<file path="config.mk">
export PLATFORM = sky130hd
export DESIGN_NAME = sfc_core
export DESIGN_NICKNAME = d
export VERILOG_FILES = /design/src/logic/sfc_pkg.sv /design/src/logic/sfc_core.sv
export SDC_FILE = /design/constraint.sdc
export NUM_CORES = 2
export LEC_CHECK = 0
export BUFFER_PORTS_ARGS = -buffer_cell sky130_fd_sc_hd__buf_2
export CORE_AREA = 4 4 255 257
export DETAILED_ROUTE_END_ITERATION = 16
export DIE_AREA = 0 0 259 261
export PLACE_DENSITY = 0.71
export SETUP_SLACK_MARGIN = 0.15
export SLEW_MARGIN = 15
export SYNTH_ARGS = -nofsm -noshare
export SYNTH_HDL_FRONTEND = slang
export SYNTH_SLANG_ARGS = --single-unit
</file>
<file path="constraint.sdc">
create_clock -name clk_in -period 10.01 [get_ports clk_in]
set_input_delay 0.5005 -clock clk_in [delete_from_list [all_inputs] [get_ports clk_in]]
set_output_delay 0.5005 -clock clk_in [all_outputs]
set_load 0.005 [all_outputs]
</file>
<file path="src/logic/sfc_pkg.sv">
package sfc_pkg;
	// Instruction codes
	localparam logic [7:0] OP_WREN      = 8'h06;
	localparam logic [7:0] OP_WRDI      = 8'h04;
	localparam logic [7:0] OP_RDSR1     = 8'h05;
	localparam logic [7:0] OP_RDSR3     = 8'h15;
	localparam logic [7:0] OP_WRSR1     = 8'h01;
	localparam logic [7:0] OP_WRSR3     = 8'h11;
	localparam logic [7:0] OP_PP        = 8'h02;
	localparam logic [7:0] OP_PP4       = 8'h12;
	localparam logic [7:0] OP_SE        = 8'h20;
	localparam logic [7:0] OP_SE4       = 8'h21;
	localparam logic [7:0] OP_BE        = 8'hD8;
	localparam logic [7:0] OP_BE4       = 8'hDC;
	localparam logic [7:0] OP_CE        = 8'hC7;
	localparam logic [7:0] OP_EN4B      = 8'hB7;
	localparam logic [7:0] OP_EX4B      = 8'hE9;
	localparam logic [7:0] OP_RSTEN     = 8'h66;
	localparam logic [7:0] OP_RST       = 8'h99;
	localparam logic [7:0] OP_PD        = 8'hB9;
	localparam logic [7:0] OP_RELPD     = 8'hAB;
	localparam logic [7:0] OP_UNLOCK    = 8'h39;
	localparam logic [7:0] OP_UNLOCK4   = 8'h3A;
	localparam logic [7:0] OP_SUSPEND   = 8'h75;
	localparam logic [7:0] OP_WREAR     = 8'hC5;
	// Status register 1 fields
	localparam int SR1_BUSY_POS  = 0;
	localparam int SR1_WEL_POS   = 1;
	localparam int SR1_BP_LSB    = 2;
	localparam int SR1_TB_POS    = 6;
	localparam int SR1_SRP_POS   = 7;
	// Status register 3 fields (bits of byte 3)
	localparam int SR3_ADS_POS   = 0;
	localparam int SR3_ADP_POS   = 1;
	localparam int SR3_WPS_POS   = 2;
	localparam int SR3_CMP_POS   = 3;
	localparam int SR3_SRL_POS   = 4;
	// Lock map
	localparam int NUM_LOCKS     = 542;
	localparam int NUM_MID_BLK   = 510;
	localparam int NUM_EDGE_SEC  = 16;
	localparam int NUM_BLOCKS    = 512;
	// Timing
	localparam int CLK_MHZ         = 25;
	localparam int SOFT_RST_NS     = 30000;
	localparam int MIN_CLEAR_NS    = 1000;
	localparam int SOFT_RST_CYC    = (SOFT_RST_NS * CLK_MHZ + 999) / 1000;
	localparam int MIN_CLEAR_CYC   = (MIN_CLEAR_NS * CLK_MHZ + 999) / 1000;
	localparam int PUW_CYC_DEF     = 250000;
	localparam int OP_CYC_DEF      = 2500;
	// Interrupt event bits
	localparam int EV_DONE         = 0;
	localparam int EV_REJECT       = 1;
	localparam int EV_RESET        = 2;
	localparam int EV_W            = 3;
	localparam logic [2:0] EV_ZERO = 3'h0;
	localparam logic [7:0] REG_EV_STAT = 8'h00;
	localparam logic [7:0] REG_EV_MASK = 8'h04;
	localparam logic [7:0] REG_STATUS  = 8'h08;
	localparam logic [7:0] REG_NV      = 8'h0C;
	typedef enum logic [2:0] {
		ST_IDLE = 3'b000,
		ST_ADDR = 3'b001,
		ST_DATA = 3'b010,
		ST_READ = 3'b011,
		ST_SKIP = 3'b100
	} sfc_state_type;
endpackage

</file>
<file path="src/logic/sfc_core.sv">
// Local design decisions: the placing of the registers and the plain strobed port.
`timescale 1ns/10ps
`default_nettype none
module sfc_core #(
	parameter int PUW_CYC = sfc_pkg::PUW_CYC_DEF,
	parameter int OP_CYC  = sfc_pkg::OP_CYC_DEF
) (
	input  wire logic       clk_in,
	input  wire logic       rst_in,
	input  wire logic       spi_cs_n_in,
	input  wire logic       spi_clk_in,
	input  wire logic       spi_di_in,
	input  wire logic       write_protect_n_in,
	input  wire logic       clear_n_in,
	input  wire logic       powerup_addr_width_sel_in,
	output logic            spi_do_out,
	output logic            spi_do_oe_out,
	input  wire logic [7:0] reg_addr_in,
	input  wire logic [31:0] reg_wdata_in,
	input  wire logic       reg_wr_in,
	input  wire logic       reg_rd_in,
	output logic [31:0]     reg_rdata_out,
	output logic            irq_out,
	output logic            erase_start_out,
	output logic            program_start_out,
	output logic [31:0]     op_addr_out
);
	logic [1:0] cs_s_q, ck_s_q, di_s_q, wp_s_q, clr_s_q;
	logic       ck_last_q;
	always_ff @(posedge clk_in) begin
		cs_s_q  <= {cs_s_q[0], spi_cs_n_in};
		ck_s_q  <= {ck_s_q[0], spi_clk_in};
		di_s_q  <= {di_s_q[0], spi_di_in};
		wp_s_q  <= {wp_s_q[0], write_protect_n_in};
		clr_s_q <= {clr_s_q[0], clear_n_in};
		ck_last_q <= ck_s_q[1];
	end
	wire logic cs_n = cs_s_q[1];
	wire logic rise = ck_s_q[1] & ~ck_last_q & ~cs_n;
	wire logic fall = ~ck_s_q[1] & ck_last_q & ~cs_n;
	logic [7:0] clr_cnt_q;
	logic       hw_clear;
	always_ff @(posedge clk_in) begin
		if (rst_in || clr_s_q[1])
			clr_cnt_q <= 8'h00;
		else if (clr_cnt_q < 8'(sfc_pkg::MIN_CLEAR_CYC))
			clr_cnt_q <= clr_cnt_q + 8'h01;
	end
	assign hw_clear = (clr_cnt_q == 8'(sfc_pkg::MIN_CLEAR_CYC));
	// Serial shifter, MSB first
	logic [7:0] sh_q;
	logic [2:0] bit_q;
	logic       byte_done;
	always_ff @(posedge clk_in) begin
		if (rst_in || cs_n) begin
			bit_q <= 3'h0;
			sh_q  <= 8'h00;
		end else if (rise) begin
			sh_q  <= {sh_q[6:0], di_s_q[1]};
			bit_q <= bit_q + 3'h1;
		end
	end
	assign byte_done = rise && (bit_q == 3'h7);
	wire logic [7:0] rx_byte = {sh_q[6:0], di_s_q[1]};
	logic cs_last_q;
	always_ff @(posedge clk_in) cs_last_q <= cs_n;
	wire logic cs_rise = cs_n & ~cs_last_q;
	// Status state
	logic       wel_q, ads_q, adp_q, wps_q, cmp_q, tb_q, srp_q, srl_q;
	logic [3:0] bp_q;
	logic [7:0] ext_addr_q;
	logic       busy_q, pd_q, rsten_q, soft_rst_q, init_q;
	logic [31:0] busy_cnt_q, puw_cnt_q;
	logic [sfc_pkg::NUM_LOCKS-1:0] lock_q;
	sfc_pkg::sfc_state_type st_q;
	logic [7:0] op_q;
	logic [2:0] addr_bytes_q, addr_cnt_q;
	logic [31:0] addr_q;
	logic [7:0] tx_q;
	wire logic reset_any = rst_in | hw_clear;
	always_ff @(posedge clk_in) begin
		if (reset_any)
			puw_cnt_q <= 32'(PUW_CYC);
		else if (puw_cnt_q != 32'h0)
			puw_cnt_q <= puw_cnt_q - 32'h1;
	end
	wire logic lockout = (puw_cnt_q != 32'h0);
	function automatic logic is_write_op(input logic [7:0] op);
		case (op)
			sfc_pkg::OP_WREN, sfc_pkg::OP_PP, sfc_pkg::OP_PP4, sfc_pkg::OP_SE, sfc_pkg::OP_SE4,
			sfc_pkg::OP_BE, sfc_pkg::OP_BE4, sfc_pkg::OP_CE, sfc_pkg::OP_WRSR1, sfc_pkg::OP_WRSR3:
				is_write_op = 1'b1;
			default:
				is_write_op = 1'b0;
		endcase
	endfunction
	function automatic logic is_4b_op(input logic [7:0] op);
		is_4b_op = (op == sfc_pkg::OP_PP4) || (op == sfc_pkg::OP_SE4) ||
			(op == sfc_pkg::OP_BE4) || (op == sfc_pkg::OP_UNLOCK4);
	endfunction
	function automatic logic needs_addr(input logic [7:0] op);
		case (op)
			sfc_pkg::OP_PP, sfc_pkg::OP_PP4, sfc_pkg::OP_SE, sfc_pkg::OP_SE4, sfc_pkg::OP_BE,
			sfc_pkg::OP_BE4, sfc_pkg::OP_UNLOCK, sfc_pkg::OP_UNLOCK4:
				needs_addr = 1'b1;
			default:
				needs_addr = 1'b0;
		endcase
	endfunction
	function automatic logic [9:0] lock_idx(input logic [31:0] a);
		logic [8:0] blk;
		blk = a[24:16];
		if (blk == 9'h000)
			lock_idx = {6'h00, a[15:12]};
		else if (blk == 9'h1FF)
			lock_idx = 10'(sfc_pkg::NUM_EDGE_SEC) + {6'h00, a[15:12]};
		else
			lock_idx = 10'(2 * sfc_pkg::NUM_EDGE_SEC) + {1'b0, blk} - 10'h001;
	endfunction
	function automatic logic bp_protected(input logic [31:0] a, input logic [3:0] bp,
		input logic tb, input logic cmp);
		logic [8:0] blk;
		logic [9:0] n;
		logic       hit;
		blk = a[24:16];
		n   = (bp == 4'h0) ? 10'h000 : ((bp >= 4'hA) ? 10'h200 : 10'(1 << (bp - 4'h1)));
		if (tb)
			hit = ({1'b0, blk} < n);
		else
			hit = ({1'b0, blk} >= 10'h200 - n);
		bp_protected = hit ^ cmp;
	endfunction
	wire logic addr_done = byte_done && (st_q == sfc_pkg::ST_ADDR) && (addr_cnt_q == addr_bytes_q - 3'h1);
	wire logic [31:0] full_addr = {addr_q[23:0], rx_byte};
	// extended register used only in 3-byte form
	wire logic [31:0] eff_addr = (addr_bytes_q == 3'h4) ? full_addr : {ext_addr_q, full_addr[23:0]};
	wire logic prot_hit = wps_q ? lock_q[lock_idx(eff_addr)] : bp_protected(eff_addr, bp_q, tb_q, cmp_q);
	wire logic accept_cmd = byte_done && (st_q == sfc_pkg::ST_IDLE) && !soft_rst_q;
	// busy admits only status read and suspend; power-down admits only release
	wire logic allowed = pd_q ? (rx_byte == sfc_pkg::OP_RELPD) :
		busy_q ? (rx_byte == sfc_pkg::OP_RDSR1 || rx_byte == sfc_pkg::OP_RDSR3 || rx_byte == sfc_pkg::OP_SUSPEND) :
		!(lockout && is_write_op(rx_byte));
	wire logic sr_writable = wel_q && !srl_q && !(srp_q && !wp_s_q[1]);
	logic ev_done, ev_reject;
	// Command decoder
	always_ff @(posedge clk_in) begin
		if (reset_any || soft_rst_q) begin
			st_q <= sfc_pkg::ST_IDLE;
			op_q <= 8'h00;
			addr_cnt_q <= 3'h0;
			addr_bytes_q <= 3'h3;
			addr_q <= 32'h0;
		end else if (cs_n) begin
			st_q <= sfc_pkg::ST_IDLE;
		end else if (accept_cmd) begin
			op_q <= rx_byte;
			addr_cnt_q <= 3'h0;
			addr_bytes_q <= (is_4b_op(rx_byte) || ads_q) ? 3'h4 : 3'h3;
			if (!allowed)
				st_q <= sfc_pkg::ST_SKIP;
			else if (needs_addr(rx_byte))
				st_q <= sfc_pkg::ST_ADDR;
			else if (rx_byte == sfc_pkg::OP_RDSR1 || rx_byte == sfc_pkg::OP_RDSR3)
				st_q <= sfc_pkg::ST_READ;
			else
				st_q <= sfc_pkg::ST_DATA;
		end else if (byte_done && st_q == sfc_pkg::ST_ADDR) begin
			addr_q <= full_addr;
			addr_cnt_q <= addr_cnt_q + 3'h1;
			if (addr_done)
				st_q <= sfc_pkg::ST_SKIP;
		end else if (byte_done && st_q == sfc_pkg::ST_DATA) begin
			addr_q <= {addr_q[23:0], rx_byte};
		end
	end
	// Output status byte on falling edges
	wire logic [7:0] sr1 = {srp_q, tb_q, bp_q, wel_q, busy_q};
	wire logic [7:0] sr3 = {3'h0, srl_q, cmp_q, wps_q, adp_q, ads_q};
	always_ff @(posedge clk_in) begin
		if (reset_any || cs_n) begin
			tx_q <= 8'h00;
			spi_do_oe_out <= 1'b0;
		end else if (accept_cmd && allowed && rx_byte == sfc_pkg::OP_RDSR1) begin
			tx_q <= sr1;
			spi_do_oe_out <= 1'b1;
		end else if (accept_cmd && allowed && rx_byte == sfc_pkg::OP_RDSR3) begin
			tx_q <= sr3;
			spi_do_oe_out <= 1'b1;
		end else if (fall && st_q == sfc_pkg::ST_READ && bit_q != 3'h0) begin
			tx_q <= {tx_q[6:0], 1'b0};
		end else if (fall && st_q == sfc_pkg::ST_READ) begin
			tx_q <= (op_q == sfc_pkg::OP_RDSR1) ? sr1 : sr3;
		end
	end
	assign spi_do_out = tx_q[7];
	// Command completion at chip select rise, byte boundary only; a cut frame acts on nothing
	wire logic fin = cs_rise && bit_q == 3'h0 && (st_q == sfc_pkg::ST_DATA || st_q == sfc_pkg::ST_READ ||
		st_q == sfc_pkg::ST_SKIP && addr_cnt_q == addr_bytes_q);
	wire logic is_erase = (op_q == sfc_pkg::OP_SE || op_q == sfc_pkg::OP_SE4 || op_q == sfc_pkg::OP_BE ||
		op_q == sfc_pkg::OP_BE4);
	wire logic is_prog = (op_q == sfc_pkg::OP_PP || op_q == sfc_pkg::OP_PP4);
	wire logic [31:0] op_addr = (addr_bytes_q == 3'h4) ? addr_q : {ext_addr_q, addr_q[23:0]};
	logic prot_q;
	always_ff @(posedge clk_in) begin
		if (reset_any)
			prot_q <= 1'b0;
		else if (addr_done)
			prot_q <= prot_hit;
	end
	wire logic arr_go = fin && (is_erase || is_prog) && wel_q && !prot_q;
	wire logic ce_go = fin && op_q == sfc_pkg::OP_CE && wel_q &&
		(wps_q ? !(|lock_q) : (bp_q == 4'h0 && !cmp_q));
	wire logic sr_go = fin && (op_q == sfc_pkg::OP_WRSR1 || op_q == sfc_pkg::OP_WRSR3) && sr_writable;
	always_ff @(posedge clk_in) begin
		if (reset_any) begin
			erase_start_out <= 1'b0;
			program_start_out <= 1'b0;
			op_addr_out <= 32'h0;
		end else begin
			erase_start_out <= (arr_go && is_erase) || ce_go;
			program_start_out <= arr_go && is_prog;
			if (arr_go)
				op_addr_out <= op_addr;
		end
	end
	// busy timer, also soft reset period
	always_ff @(posedge clk_in) begin
		if (reset_any) begin
			busy_q <= 1'b0;
			busy_cnt_q <= 32'h0;
			soft_rst_q <= 1'b0;
		end else if (fin && op_q == sfc_pkg::OP_RST && rsten_q) begin
			busy_q <= 1'b1;
			soft_rst_q <= 1'b1;
			busy_cnt_q <= 32'(sfc_pkg::SOFT_RST_CYC);
		end else if (arr_go || ce_go || sr_go) begin
			busy_q <= 1'b1;
			busy_cnt_q <= 32'(OP_CYC);
		end else if (busy_cnt_q > 32'h1) begin
			busy_cnt_q <= busy_cnt_q - 32'h1;
		end else if (busy_q) begin
			busy_q <= 1'b0;
			soft_rst_q <= 1'b0;
			busy_cnt_q <= 32'h0;
		end
	end
	wire logic op_end = busy_q && busy_cnt_q <= 32'h1 && !soft_rst_q;
	wire logic soft_end = busy_q && busy_cnt_q <= 32'h1 && soft_rst_q;
	wire logic full_init = reset_any || soft_end;
	// enable-reset must be the immediately preceding command
	always_ff @(posedge clk_in) begin
		if (full_init)
			rsten_q <= 1'b0;
		else if (fin)
			rsten_q <= (op_q == sfc_pkg::OP_RSTEN);
	end
	always_ff @(posedge clk_in) begin
		if (full_init || op_end)
			wel_q <= 1'b0;
		else if (fin && op_q == sfc_pkg::OP_WREN)
			wel_q <= 1'b1;
		else if (fin && op_q == sfc_pkg::OP_WRDI)
			wel_q <= 1'b0;
	end
	always_ff @(posedge clk_in) begin
		if (full_init)
			ads_q <= adp_q;
		else if (init_q)
			ads_q <= powerup_addr_width_sel_in;
		else if (fin && op_q == sfc_pkg::OP_EN4B)
			ads_q <= 1'b1;
		else if (fin && op_q == sfc_pkg::OP_EX4B)
			ads_q <= 1'b0;
	end
	// nonvolatile select captured after reset release; status writes
	always_ff @(posedge clk_in) begin
		init_q <= rst_in;
		if (rst_in) begin
			adp_q <= 1'b0;
			wps_q <= 1'b0;
			cmp_q <= 1'b0;
			tb_q  <= 1'b0;
			srp_q <= 1'b0;
			srl_q <= 1'b0;
			bp_q  <= 4'h0;
		end else if (init_q) begin
			adp_q <= powerup_addr_width_sel_in;
		end else if (sr_go && op_q == sfc_pkg::OP_WRSR1) begin
			bp_q  <= addr_q[5:2];
			tb_q  <= addr_q[sfc_pkg::SR1_TB_POS];
			srp_q <= addr_q[sfc_pkg::SR1_SRP_POS];
		end else if (sr_go) begin
			adp_q <= addr_q[sfc_pkg::SR3_ADP_POS];
			wps_q <= addr_q[sfc_pkg::SR3_WPS_POS];
			cmp_q <= addr_q[sfc_pkg::SR3_CMP_POS];
			srl_q <= addr_q[sfc_pkg::SR3_SRL_POS];
		end
	end
	always_ff @(posedge clk_in) begin
		if (full_init)
			pd_q <= 1'b0;
		else if (fin && op_q == sfc_pkg::OP_PD)
			pd_q <= 1'b1;
		else if (fin && op_q == sfc_pkg::OP_RELPD)
			pd_q <= 1'b0;
	end
	// locks set at reset, unlocked by instruction
	always_ff @(posedge clk_in) begin
		if (full_init)
			lock_q <= '1;
		else if (fin && (op_q == sfc_pkg::OP_UNLOCK || op_q == sfc_pkg::OP_UNLOCK4))
			lock_q[lock_idx(op_addr)] <= 1'b0;
	end
	// Extended address register byte
	always_ff @(posedge clk_in) begin
		if (full_init)
			ext_addr_q <= 8'h00;
		else if (fin && op_q == sfc_pkg::OP_WREAR && wel_q)
			ext_addr_q <= addr_q[7:0];
	end
	assign ev_done = op_end;
	assign ev_reject = accept_cmd && !allowed;
	// Interrupt status and mask
	logic [2:0] ev_stat_q, ev_mask_q;
	wire logic [2:0] ev_set = {soft_end | hw_clear, ev_reject, ev_done};
	always_ff @(posedge clk_in) begin
		if (rst_in) begin
			ev_stat_q <= sfc_pkg::EV_ZERO;
			ev_mask_q <= sfc_pkg::EV_ZERO;
		end else begin
			if (reg_wr_in && reg_addr_in == sfc_pkg::REG_EV_STAT)
				ev_stat_q <= (ev_stat_q & ~reg_wdata_in[2:0]) | ev_set;
			else
				ev_stat_q <= ev_stat_q | ev_set;
			if (reg_wr_in && reg_addr_in == sfc_pkg::REG_EV_MASK)
				ev_mask_q <= reg_wdata_in[2:0];
		end
	end
	assign irq_out = |(ev_stat_q & ev_mask_q);
	always_ff @(posedge clk_in) begin
		if (rst_in)
			reg_rdata_out <= 32'h0;
		else if (reg_rd_in) begin
			case (reg_addr_in)
				sfc_pkg::REG_EV_STAT: reg_rdata_out <= {29'h0, ev_stat_q};
				sfc_pkg::REG_EV_MASK: reg_rdata_out <= {29'h0, ev_mask_q};
				sfc_pkg::REG_STATUS:  reg_rdata_out <= {16'h0, sr3, sr1};
				sfc_pkg::REG_NV:      reg_rdata_out <= {22'h0, pd_q, lockout, ext_addr_q};
				default:              reg_rdata_out <= 32'h0;
			endcase
		end else
			reg_rdata_out <= 32'h0;
	end
endmodule
`default_nettype wire

</file>
Word-level counts from Yosys, hierarchy flattened:

Index checks and enable logic that the tools add are counted.
Widths: inputs -> output; s select.

* flip-flop bits (word level): 792
* input port bits: 50
* output and inout port bits: 69
* word-level logic and storage cells: 331

* $add $sub $neg: 14
* order comparisons: 9
* eq/ne operators: 55
* shifts and indexed selects: 1
* multiplexer cells: 67
* bitwise gates (word level): 23
* reduce and logical (&&, ||, !) cells: 118

Operators with widths (count)
* $and 542x542->542: 1
* $not 542->542: 1
* $reduce_or 542->1: 1
* $mux 32: 5
* $eq 8x8->1 const B: 13
* $mux 10: 9
* $eq 8x6->1 const B: 8
* $sub 32x1->32 const B: 2
* $pmux 13 s4: 1
* $eq 8x3->1 const B: 6
* $eq 8x5->1 const B: 6
* $logic_and 1x1->1: 48
* $mux 8: 5
* $mux 1: 34
* $gt 32x1->1 const B: 1
* $le 32x1->1 const B: 1
* $reduce_bool 32->1: 1
* $mux 25: 1
* $logic_or 1x1->1: 24
* $mux 3: 8
* $lt 10x11->1 const B: 2
* $add 6x9->10 const A: 2
* $sub 10x1->10 const B: 2
* $eq 9x9->1 const B: 2
* 47 further kinds: 103

Longest topological paths before layout:

* depth after elaboration: 14
* gate-level depth with buffers: 18
* mapped depth without buffers: 15

Worst setup path before layout:

Ideal clock, no wire load.

* kind: reg-to-reg
* start point: register addr_q[8]
* end point: register prot_q
* library setup time: 0.125 ns
* arrival: 3.670 ns
* required time: 9.885 ns
* path slack: 6.215 ns
* cell stages (with the launch flop): 17
* path buffers: 3
* period minus slack after synthesis: 3.795 ns
* cell sequence: dfxtp_1 > clkbuf_1 > inv_1 > ha_1 > nor4b_2 > and3_1 > buf_2 > o21ai_1 > nand2_1 > buf_2 > nor2_1 > a31oi_1 > a31o_2 > a2111oi_0 > a41oi_1 > a311oi_1 > nor3_1

* longest elaborated chain between the ends: 8
* elaborated cells between the ends (all ways): 14
* those cells by class: add/sub (2); order compare (2); eq/ne (1); mux (7); bitwise (1); reduce/logical (1)

Ends and longest elaborated chain
* start: declaration: line sfc_core.sv:78 `logic [31:0] addr_q;`
* start signal: assignment: line sfc_core.sv:168 `addr_q <= full_addr;`
* start signal: assignment: line sfc_core.sv:173 `addr_q <= {addr_q[23:0], rx_byte};`
* $mux 25 *: line sfc_core.sv:136 `wire logic [31:0] eff_addr = (addr_bytes_q == 3'h4) ? full_addr : {ext_addr_q, full_addr[23:0]};`
* $add 6x9->10: line sfc_core.sv:118 `lock_idx = 10'(2 * sfc_pkg::NUM_EDGE_SEC) + {1'b0, blk} - 10'h001;`
* $sub 10x1->10: line sfc_core.sv:118
* $mux 10: line sfc_core.sv:115 `else if (blk == 9'h1FF)`
* $mux 10: line sfc_core.sv:113 `if (blk == 9'h000)`
* $bmux 1 s10: line sfc_core.sv:137 `wire logic prot_hit = wps_q ? lock_q[lock_idx(eff_addr)] : bp_protected(eff_addr, bp_q, tb_q, cmp_q);`
* $mux 1 (implied by the code): line sfc_core.sv:137
* $mux 1 *: line sfc_core.sv:137
* end signal: assignment: line sfc_core.sv:208 `prot_q <= prot_hit;`
* end: declaration: line sfc_core.sv:203 `logic prot_q;`

Every way passes the cells marked *; elsewhere a longest branch is shown, timed or not. The select of a mux whose other input is x is not followed.
A chain may end at the register's enable or synchronous reset.

Worst setup path after layout:

* start point: register addr_bytes_q[1]
* end point: register prot_q

* longest elaborated chain between the ends: 9
* elaborated cells between the ends (all ways): 18
* those cells by class: add/sub (3); order compare (2); eq/ne (3); mux (7); bitwise (1); reduce/logical (2)

Ends and longest elaborated chain
* start: declaration: line sfc_core.sv:77 `logic [2:0] addr_bytes_q, addr_cnt_q;`
* start signal: assignment: line sfc_core.sv:158 `addr_bytes_q <= (is_4b_op(rx_byte) || ads_q) ? 3'h4 : 3'h3;`
* $eq 3x3->1: line sfc_core.sv:136
* $mux 25: line sfc_core.sv:136
* $add 6x9->10: line sfc_core.sv:118
* $sub 10x1->10: line sfc_core.sv:118
* $mux 10: line sfc_core.sv:115
* $mux 10: line sfc_core.sv:113
* $bmux 1 s10: line sfc_core.sv:137
* $mux 1 (implied by the code): line sfc_core.sv:137
* $mux 1: line sfc_core.sv:137

Parallel ways exist; a longest one is shown, timed or not. The select of a mux whose other input is x is not followed.

==> results.cfg <==
[outcome]
status = complete, no violations

[finish]
layout-drive-gt1-share = 0.0844
fin_util = 0.601
areaGrowthSynthToFinish_pct = 10.3
final_net_count = 4215

[cts]
clock_latency_ns = 0.65
clockBufferDepth = 3
cts_buffers = 81
root_buffer = clkbuf_16
path_clk_slew_ns = 0.07
cts_resized = 0
cts_sinks = 772
cts_tree = yes
htreeDepth = 3
hold_buffers = 5
cts_post_setup_buffers_inserted = 0

[placed_design]
gp_congestion = 0.970
hpwlAfterDp_um = 72800
place_ws_ns = 3.62
io_buffer_count = 70

[sta]
hold_slack_ns = 0.110
max_slew_margin = 0.0615
rsz0062_at_grt = no
final-hold-violation-count = 0
tightest_slew_ns = 1.40
setup_violations = 0
slew_violations = 0
fin_ws_ns = 3.19
period_share = 0.681
timing.fmax_mhz = 147
fin_crit_ns = 6.82
fin_skew_ns = 0.0244
tns_ns = 0

[logic_synthesis]
postSynth.asyncResetShare = 0
synth_area_um2 = 34200
avgSynthCellArea_um2 = 8.08
syn_inst = 4229
synth_seq_cells = 772
synth.top_cell.area_share = 0.452
seq_area_frac_synth = 0.453
synth.top_cells.by_count = nand2_1, dfxtp_1, o21ai_0
netlist_top_cells_area = dfxtp_1, nand2_1, o21ai_0
yosysMostFrequentCell = nand2_1
synth_cell_types = 93
synth_area_leader_cell = dfxtp_1
synth-edff-count = 1
synth_ff_type = dfxtp_1
synth-warning-count = 0

[grt]
antenna_found_initial = 5
grt_pass1_vias = 29500
grt.total_usage = 0.338
grt_max_degree = 222
grt_overflow = 0
grt_pass1_wl_um = 179000

[route]
drt_wl_total_um = 118000
met1_length_um = 46200
first_iter_violations = 4720
route.antenna.remaining_nets = 0
met2_length_um = 50200
post_drt_wl_per_cell_um = 23.4
highest_layer = met5
met3_length_um = 14400
drt_pass1_iterations = 7
vias = 32500
drc = 0
via_per_inst = 6.43

[worst_setup_path]
path_class = reg -> reg
crit_chain = inv_1, ha_1, mux2i_4, or3_1, a21oi_2, buf_4, nor2_4, buf_12, mux4_2, mux2i_1, a2111oi_0, a311oi_1, o41ai_1, a311oi_1, nor3_1
worstPathRequired_ns = 10.49
critical_path.startpoint_type = flop
critPathMaxFanout = 119
crit_arrival_ns = 7.30
endpoint_kind = flop
ff2ff_path_depth = 15
slowest_delay_ns = 0.87
crit_top_cell = a311oi_1
critical_path_buf_inv_count = 3
crit_family = compound AO/OA/AOI/OAI gates
cp.depth = 15
slowest_stage = a311oi_1

[job]
cap_violations = 0

[floorplan]
die_h_um = 261
core_region_area_um2 = 62700
num_rows = 92
die_w_um = 259
dieArea_um2 = 67600
io_pins = 119
start_util = 0.545

[worst_hold_path]
hp-class = in -> reg
hold_depth = 3

[power_and_ir_drop]
ir_drop_v = 0.000153
fin_total_pwr_mw = 6.72
p_per_area_nw_per_um2 = 178
power.leakage_nw = 13.4
## path summary, 6_finish.rpt
| check | end | slack (ns) | start |
|---|---|---|---|
| worst max-delay path | prot_q$_SDFFE_PP0P_ | 3.19 | addr_bytes_q[1]$_SDFFE_PP1P_ |
| worst min-delay path | ev_mask_q[2]$_SDFFE_PP0P_ | 0.11 | reg_wdata_in[2] |
| worst max register to register | prot_q$_SDFFE_PP0P_ | 3.19 | addr_bytes_q[1]$_SDFFE_PP1P_ |
| worst min register to register | di_s_q[1]$_DFF_P_ | 0.31 | di_s_q[0]$_DFF_P_ |
## tightest hold or removal path, cell delays in order
cell     delay, ns
buf_2         0.09
mux2i_1       0.06
nor2_1        0.07
## kinds of logic (layout without fill, tap and decap cells)
family | count (synthesis) | in the layout | synth area share
other cells | 1 | 28 | 0.000110
simple gates | 1819 | 1819 | 0.247
buf+inv | 372 | 319 | 0.0462
compound gates | 1028 | 1028 | 0.177
xor+xnor | 71 | 71 | 0.0182
flops | 772 | 772 | 0.453
fa+ha+maj | 33 | 33 | 0.0121
mux | 133 | 133 | 0.0466
## registers in the layout, indices dropped and copies added (netlist names), 13 cells and up
signal / count
busy_cnt_q: 32
addr_q: 32
lock_q: 542
op_addr_out: 32
puw_cnt_q: 32
reg_rdata_out: 13
## layer usage
layer | global-route usage | vias to the layer above
met3 | 0.0836 | 472
met2 | 0.505 | 1920
met1 | 0.453 | 15200
met5 | 0 | -
li1 | - | 14800
met4 | 0.184 | 2
## layout by cell type, fill, tap and decap left out, types with 19 or more instances in the layout
cell type / Yosys / layout
clkbuf_16: 0 / 83
o21ai_0: 600 / 600
a2111oi_0: 30 / 30
xnor2_1: 38 / 38
nand2_1: 974 / 970
mux2i_1: 104 / 104
and3_1: 98 / 98
conb_1: 1 / 19
nand4_1: 57 / 57
nor3_1: 63 / 61
nand3_1: 106 / 106
ha_1: 33 / 33
buf_4: 22 / 64
a311oi_1: 24 / 24
mux4_2: 19 / 19
inv_1: 31 / 31
or3_1: 22 / 22
a21oi_1: 107 / 107
a31oi_1: 34 / 33
a211oi_1: 76 / 75
buf_2: 71 / 70
nor2_1: 205 / 203
dfxtp_1: 771 / 771
xor2_1: 33 / 32
nor4_1: 171 / 169
## stage by stage
stage / instances / instance area (µm²)
after detailed placement: 4890 / 34900
after CTS: 5040 / 37600
after global placement: 4890 / 34900
after global routing: 5041 / 37700
final: 5049 / 37700
after floorplan: 4247 / 34200
## cell type report
cell class / count / area, µm²
Tap cell: 846 / 1060
Timing Repair Buffer: 143 / 961
Inverter: 31 / 116
Antenna cell: 9 / 22.5
Sequential cell: 772 / 15500
Clock inverter: 28 / 363
Multi-Input combinational cell: 3103 / 17300
Clock buffer: 117 / 2370
Fill cell: 5545 / 25100
## power breakdown
part | switching, mW | internal [mW]
registers | 0.0608 | 3.14
clock network | 1.28 | 1.81
logic | 0.258 | 0.175
total | 1.60 | 5.12
(Power assumes the default switching activity.)
